### src/spi_flags_pkg.sv
/*
 * Package for the serial port control and status flag block: register
 * offset, bit positions, reset value, slave-select mode codes and the
 * packed carriers for the special function register access and events.
 * Assumes a byte-wide special function register space on the CPU side.
 */
package spi_flags_pkg;
   localparam logic [7:0] CTRL_ADDR     = 8'hF8; // control register address
   localparam logic [7:0] CTRL_RESET    = 8'h06; // reset value
   localparam int         BIT_DONE      = 7;
   localparam int         BIT_WRITE_COLLISION_FLAG      = 6;
   localparam int         BIT_MODE_FAULT_FLAG      = 5;
   localparam int         BIT_OVRN      = 4;
   localparam int         BIT_SSM_HI    = 3;
   localparam int         BIT_SSM_LO    = 2;
   localparam int         BIT_TXE       = 1;
   localparam int         BIT_EN        = 0;
   localparam logic [1:0] SSM_3WIRE     = 2'h0;
   localparam logic [1:0] SSM_4WIRE_IN  = 2'h1; // select pin is an input
   localparam logic [7:0] FLAG_W_MASK   = 8'hFD; // transmit empty is read only

   // cpu access to the special function register space
   typedef struct packed {
      logic       wr;
      logic       rd;
      logic [7:0] addr;
      logic [7:0] wdata;
   } sfr_req_t;

   // events reported by the shift engine on the system clock
   typedef struct packed {
      logic done;       // a byte transfer has finished
      logic busy;       // a transfer is in progress
      logic data_write; // software wrote the data register
      logic last_bit;   // last bit of a byte entered the shift register
      logic rx_full;    // receive buffer still holds unread data
      logic tx_empty;   // transmit buffer empty
   } shift_evt_t;
endpackage

### src/spi_control_status_flags.sv
/*
 * Control register and status flags of the serial peripheral port:
 * transfer complete, write collision, mode fault and receive overrun,
 * with the single port interrupt request.
 * Assumes the shift engine runs on the same system clock and reports its
 * events as one-cycle pulses; the select pin arrives asynchronously.
 */
// Functional notes
// - the transfer-complete flag in bit 7 is set when a transfer ends.
// - with interrupts enabled, the transfer-complete flag raises the irq.
// - a data write during a transfer sets the collision flag in bit 6.
// - the collision flag raises the irq like transfer complete does.
// - select low, master on and mode 01 set the fault flag in bit 5.
// - hardware never clears the flags; software writes them to zero.
// - the overrun flag in bit 4 has meaning only in slave operation.
// - a last bit shifted in while the receive buffer is full sets it.
// - master enable 1 selects master operation, 0 selects slave.
// - mode 01, the default, treats the select pin as an input.
module spi_control_status_flags
   import spi_flags_pkg::*;
(
   input  wire logic                   clock,
   input  wire logic                   nrst,
   input  wire spi_flags_pkg::sfr_req_t sfr,
   input  wire spi_flags_pkg::shift_evt_t evt,
   input  wire logic                   master_enable,
   input  wire logic                   irq_enable,
   input  wire logic                   select_input,
   output logic [7:0]                  sfr_rdata,
   output logic                        irq,
   output logic                        port_enable,
   output logic [1:0]                  slave_select_mode,
   output logic                        master_mode
);
   import spi_flags_pkg::*;

   logic       transfer_complete_flag_q;
   logic       write_collision_flag_q;
   logic       mode_fault_flag_q;
   logic       receive_overrun_flag_q;
   logic [1:0] ssm_q;
   logic       en_q;
   logic       txe_q;
   logic       select_s;

   // select pin crosses in from outside before any decode looks at it
   pin_sync #(.RESET_LEVEL(1'b1)) u_sel_sync (
      .clock (clock),
      .nrst  (nrst),
      .pin   (select_input),
      .level (select_s)
   );

   // decode of the cpu write and of each flag's set condition
   wire       ctrl_wr   = sfr.wr && (sfr.addr == CTRL_ADDR);
   wire       ctrl_rd   = sfr.rd && (sfr.addr == CTRL_ADDR);
   wire       set_done  = evt.done;
   wire       set_write_collision_flag  = evt.data_write && evt.busy;
   wire       ssm_input = (ssm_q == SSM_4WIRE_IN);
   wire       set_mode_fault_flag  = !select_s && master_enable
                          && ssm_input;
   wire       set_ovrn  = evt.last_bit && evt.rx_full
                          && !master_enable;
   wire       any_flag  = transfer_complete_flag_q | write_collision_flag_q
                        | mode_fault_flag_q | receive_overrun_flag_q;
   wire [7:0] ctrl_view = {transfer_complete_flag_q, write_collision_flag_q,
                           mode_fault_flag_q, receive_overrun_flag_q,
                           ssm_q, txe_q, en_q};

   // software may only write a flag; a set in the same cycle wins
   function automatic logic next_flag(logic cur, logic set, logic wr,
                                      logic wbit);
      next_flag = set ? 1'b1 : (wr ? wbit : cur);
   endfunction

   // flags never clear by themselves, only by a software write of zero
   always_ff @(posedge clock or negedge nrst) begin
      if (!nrst) begin
         transfer_complete_flag_q <= CTRL_RESET[BIT_DONE];
         write_collision_flag_q   <= CTRL_RESET[BIT_WRITE_COLLISION_FLAG];
         mode_fault_flag_q        <= CTRL_RESET[BIT_MODE_FAULT_FLAG];
         receive_overrun_flag_q   <= CTRL_RESET[BIT_OVRN];
      end else begin
         transfer_complete_flag_q <= next_flag(transfer_complete_flag_q,
            set_done, ctrl_wr, sfr.wdata[BIT_DONE]);
         write_collision_flag_q   <= next_flag(write_collision_flag_q,
            set_write_collision_flag, ctrl_wr, sfr.wdata[BIT_WRITE_COLLISION_FLAG]);
         mode_fault_flag_q        <= next_flag(mode_fault_flag_q,
            set_mode_fault_flag, ctrl_wr, sfr.wdata[BIT_MODE_FAULT_FLAG]);
         receive_overrun_flag_q   <= next_flag(receive_overrun_flag_q,
            set_ovrn, ctrl_wr, sfr.wdata[BIT_OVRN]);
      end
   end

   // control fields and the mirrored transmit-empty status
   always_ff @(posedge clock or negedge nrst) begin
      if (!nrst) begin
         ssm_q <= CTRL_RESET[BIT_SSM_HI:BIT_SSM_LO];
         en_q  <= CTRL_RESET[BIT_EN];
         txe_q <= CTRL_RESET[BIT_TXE];
      end else begin
         txe_q <= evt.tx_empty;
         if (ctrl_wr) begin
            ssm_q <= sfr.wdata[BIT_SSM_HI:BIT_SSM_LO];
            en_q  <= sfr.wdata[BIT_EN];
         end
      end
   end

   // registered outputs; the irq follows the flags by one cycle
   always_ff @(posedge clock or negedge nrst) begin
      if (!nrst) begin
         sfr_rdata         <= 8'h00;
         irq               <= 1'b0;
         port_enable       <= CTRL_RESET[BIT_EN];
         slave_select_mode <= CTRL_RESET[BIT_SSM_HI:BIT_SSM_LO];
         master_mode       <= 1'b0;
      end else begin
         sfr_rdata         <= ctrl_rd ? ctrl_view : 8'h00;
         irq               <= irq_enable && any_flag;
         port_enable       <= en_q;
         slave_select_mode <= ssm_q;
         master_mode       <= master_enable;
      end
   end
endmodule

### src/pin_sync.sv
/*
 * Two-stage synchroniser for a single asynchronous pin level.
 * Assumes one system clock and an asynchronous active-low reset.
 */
module pin_sync #(
   parameter logic RESET_LEVEL = 1'b1
) (
   input  wire logic clock,
   input  wire logic nrst,
   input  wire logic pin,
   output logic      level
);
   logic meta_q;

   // first stage feeds only the second stage
   always_ff @(posedge clock or negedge nrst) begin
      if (!nrst) begin
         meta_q <= RESET_LEVEL;
         level  <= RESET_LEVEL;
      end else begin
         meta_q <= pin;
         level  <= meta_q;
      end
   end
endmodule

### config.mk
export PLATFORM = sky130hd
export DESIGN_NAME = spi_control_status_flags
export DESIGN_NICKNAME = d
export VERILOG_FILES = /design/src/spi_flags_pkg.sv /design/src/spi_control_status_flags.sv /design/src/pin_sync.sv
export SDC_FILE = /design/constraint.sdc
export NUM_CORES = 1
export LEC_CHECK = 0
export BUFFER_PORTS_ARGS = -buffer_cell sky130_fd_sc_hd__buf_2
export CAP_MARGIN = 20
export CORE_UTILIZATION = 43
export CTS_CLUSTER_DIAMETER = 60
export DETAILED_ROUTE_END_ITERATION = 10
export HOLD_SLACK_MARGIN = 0.12
export PLACE_DENSITY = 0.85
export SYNTH_ARGS = -nofsm -noshare
export SYNTH_HDL_FRONTEND = slang
export SYNTH_SLANG_ARGS = --single-unit
### constraint.sdc
create_clock -name clock -period 1.3 [get_ports clock]
set_input_delay 0.39 -clock clock [delete_from_list [all_inputs] [get_ports clock]]
set_output_delay 0.39 -clock clock [all_outputs]
set_load 0.01 [all_outputs]
Word-level counts from Yosys, hierarchy flattened
Index checks and enable logic that the tools add are counted.
{"block": "classes", "n_addsub": 0, "n_mul": 0, "div_mod_pow": 0, "magnitude_cmp": 0, "n_eq_ne": 2, "shifts": 0, "n_mux": 9, "bitwise": 3, "n_reduce_logical": 14}
{"op": "== test 8 bit, second input constant", "n": 1}
{"op": "logical AND 1 bit", "n": 8}
{"op": "2-to-1 mux 1 bit", "n": 8}
{"op": "2-to-1 mux 8 bit", "n": 1}
{"op": "nonzero test 2 bit", "n": 4}
{"op": "OR 1 bit", "n": 3}
{"op": "== test 2 x 1 -> 1 bit, second input constant", "n": 1}
{"op": "logical NOT 1 bit", "n": 2}
{"block": "totals", "ff_bits": 23, "latchBits": 0, "mem_bits_rw": 0, "mem_bits_ro": 0, "out_inout_bits": 13, "wordCells": 42, "memories": 0}

Longest topological paths before layout
{"block": "depth", "ltp_word": 4, "depth_mapped": 3, "mapped_depth_nobuf": 3}

Modules after synthesis
Synthesis repeated with hierarchy kept, for this count alone.
{"block": "hier_totals", "hier_cells": 53, "area_unflattened_um2": 837.1}
{"mod": "spi_control_status_flags", "n_inst": 1, "cells_per_inst": 51, "area_per_inst_um2": 784.5, "seq_area_each_um2": 529.3}
{"mod": "pin_sync", "n_inst": 1, "cells_per_inst": 2, "area_per_inst_um2": 52.6, "seq_area_each_um2": 52.6}

Worst setup path before layout
OpenSTA, ideal clock, no wires.
{"block": "synth_path", "path_kind": "input to register", "startpoint": "input port sfr[10] in the netlist's numbering", "endpoint": "register en_q", "arrival_time_ns": 1.190, "required_ns": 1.175, "path_slack_ns": -0.015, "path_stages": 3, "path_buffers": 0, "path_cell_list": "nor4b_4 -> nand3_4 -> mux2_4"}
{"block": "synth_via", "elab_chain_len": 2}
{"item": "from (decl)", "line_no": "spi_control_status_flags.sv:24", "rtl": "input wire spi_flags_pkg::sfr_req_t sfr,"}
{"item": "== test 8 bit", "line_no": "spi_control_status_flags.sv:55", "rtl": "wire ctrl_wr = sfr.wr && (sfr.addr == CTRL_ADDR);"}
{"item": "logical AND 1 bit", "line_no": "spi_control_status_flags.sv:55"}
{"item": "to (signal assigned)", "line_no": "spi_control_status_flags.sv:99", "rtl": "en_q <= CTRL_RESET[BIT_EN];"}
{"item": "to (signal assigned)", "line_no": "spi_control_status_flags.sv:105", "rtl": "en_q <= sfr.wdata[BIT_EN];"}
{"item": "to (decl)", "line_no": "spi_control_status_flags.sv:42", "rtl": "logic en_q;"}
Every way passes these cells.
A chain may end at the register's enable or synchronous reset.

Worst setup path in the final report
{"block": "layout_path", "startpoint": "register slave_select_mode[0]", "endpoint": "output port slave_select_mode[0]"}
{"item": "from (decl)", "line_no": "spi_control_status_flags.sv:32", "rtl": "output logic [1:0] slave_select_mode,"}
{"item": "from (signal assigned)", "line_no": "spi_control_status_flags.sv:116", "rtl": "slave_select_mode <= CTRL_RESET[BIT_SSM_HI:BIT_SSM_LO];"}
{"item": "from (signal assigned)", "line_no": "spi_control_status_flags.sv:122", "rtl": "slave_select_mode <= ssm_q;"}
No word-level cell between the ends.

==> impl_metrics.tcl <==
set metrics [dict create \
    area_delta_synth_final_pct 34.5 \
    cts-buffers-inserted 3 \
    setup_slack_ns -0.0387 \
    layout_commonest_cell "buf_2" \
    ys_types 14 \
    cts_setup_buffers 0 \
    endpoint_kind "output pin" \
    syn_area_sq_um 837 \
    grt_setup_unrepaired "true" \
    critPathRequiredTime_ns 0.91 \
    cts_sinks 23 \
    fmax_mhz 747 \
    grt.total_usage_pct 17.8 \
    tightest_slew_ns 0.470 \
    drive_gt1_share_pct 57.6 \
    placed_area_sq_mm 0.00108 \
    maxSlewViolCount 0 \
    cts_tree "yes" \
    setup_viol 1 \
    fin_cells 124 \
    wl_met2_um 841 \
    wl_per_cell_um 12.5 \
    maxUsedRoutingLayer "met4" \
    cp_slowest_cell "dfstp_2" \
    crit_path_max_fanout 1 \
    critPathKind "flop to output pin" \
    place_inst 119 \
    drt_first_pass_iters 4 \
    grt_pass1_vias 598 \
    top_regs "sfr_rdata x8, slave_select_mode x2, ssm_q x2" \
    pin_count 42 \
    post-route-min-period_ns 1.34 \
    grt_pass1_wl_um 2460 \
    start_util_pct 46.9 \
    status "complete, but fails checks" \
    dieHeight_um 46.1 \
    post-route-drc-count 0 \
    syn_nets 82 \
    critPathTopFamily "flip-flops" \
    timing.slew.headroom_pct 68.7 \
    netlist.area_leader.share_pct 53.8 \
    gp_congestion 0.686 \
    met1_length_um 564 \
    largest_register_ffs 8 \
    hold_violations 0 \
    synth_warnings 0 \
    most-common-layout-cells "39 x buf_2, 18 x dfrtp_1, 8 x and2_1" \
    die_x_um 46.1 \
    cp_num_buf_inv 1 \
    p_leak_nw 0.618 \
    vias_per_cell 4.59 \
    antenna_left 0 \
    postLayoutCellArea_sq_mm 0.00113 \
    hp-class "primary input to flop" \
    grt_overflow 0 \
    die_area_sq_mm 0.00213 \
    drt-total-wl_um 1550 \
    synthCells 53 \
    fin_crit_sh_pct 103 \
    synth_area_leaders "dfrtp_1 54%, dfstp_2 16%, and2_1 6.0%" \
    crit_arrival_ns 0.95 \
    finClkSkew_ns 0.00121 \
    wl_met3_um 101 \
    clock_latency_ns 0.31 \
    rows 15 \
    utilization_pct 63.2 \
    avgSynthCellArea_sq_um 15.8 \
    multi_input_area_sq_um 262 \
    antenna_found_initial 0 \
    num_vias 569 \
    drtIter0Drc 4 \
    grt_start_max_net_pins 24 \
    slowest_delay_ns 0.54 \
    cts.clk_slew.worst_paths_ns 0.12 \
    cts_max_level 1 \
    yosysTopAreaCell "dfrtp_1" \
    yosysSeqAreaShare_pct 69.5 \
    regMostFlops "sfr_rdata" \
    drv_cap 0 \
    io_buffers 40 \
    ys_ff_latch 23 \
    regArea_sq_um 582 \
    path_cells "buf_6" \
    diodes 0 \
    violations "setup timing" \
    num-fill-cells 141 \
    cts_root_buffer "clkbuf_4" \
    power.density_mw_per_mm2 1060 \
    peakVddDrop_mv 0.435 \
    layout.nets 129 \
    cp-start-kind "flop" \
    total_power_mw 1.19 \
    core_area_sq_mm 0.00178 \
    cts_buffer_depth 2 \
]
[cell usage after synthesis]
master and instances:
a21oi_1 2, and2_1 8, and3_2 1, and3b_1 1, and4_1 1, dfrtp_1 18
dfstp_2 5, mux2_4 3, mux2i_1 4, nand3_4 1, nor2_1 6, nor4b_4 1
nor4bb_1 1, o41a_1 1
[layout make-up]
type                       count  area share (%)
clock buffer                   3            2.00
sequential                    23            51.7
multi-input combinational     30            23.2
tap                           25            2.78
clock inverter                 1           0.444
timing repair buffer          42            19.9
[logic make-up after synthesis]
| group | count (synthesis) | synth area share (%) |
|---|---|---|
| compound gates | 3 | 2.54 |
| flops | 23 | 69.5 |
| mux | 7 | 10.2 |
| simple gates | 20 | 17.8 |
[power by group]
part,leakage [nW],switching (mW),internal (mW)
clock network,0.0177,0.211,0.115
registers,0.282,0.0145,0.748
logic,0.319,0.0448,0.0584
total,0.618,0.271,0.921
[stage by stage]
stage / setup WS [ns] / setup TNS, ns / hold WS [ns]
after floorplan: -0.0147 / -0.0293 / 0.0944
after global placement: -0.115 / -0.901 / 0.347
after detailed placement: -0.149 / -1.51 / 0.354
after CTS: -0.0521 / -0.0521 / 0.156
after global routing: -0.0698 / -0.0698 / 0.143
final: -0.0387 / -0.0387 / 0.160
[final timing paths]
path,cells past startpoint,to,slack (ns),from
hold / removal,1,txe_q$_DFF_PN1_,0.16,evt[0]
setup reg to reg,3,mode_fault_flag_q$_DFFE_PN0P_,0.21,ssm_q[0]$_DFFE_PN1P_
min in group asynchronous,2,sfr_rdata[5]$_DFF_PN0_,0.54,nrst
max in group asynchronous,2,ssm_q[0]$_DFFE_PN1P_,0.42,nrst
setup / recovery,1,slave_select_mode[0],-0.04,slave_select_mode[0]$_DFF_PN1_
hold reg to reg,0,u_sel_sync.level$_DFF_PN1_,0.37,u_sel_sync.meta_q$_DFF_PN1_
[routing by layer]
| metal | vias to the layer above | global-route usage, % |
|---|---|---|
| met5 | - | 0 |
| met4 | 0 | 12.4 |
| met3 | 4 | 4.71 |
| met2 | 25 | 32.7 |
| met1 | 268 | 16.8 |
| li1 | 272 | - |
[timing repair]
item / in CTS / in global routing
endpoints found under the hold margin: 18 / 0
hold buffers: 1 / 0
gates resized for setup: 1 / 1
endpoints found under the setup margin: 1 / 2
No activity file was read; power rests on OpenSTA's default activity.
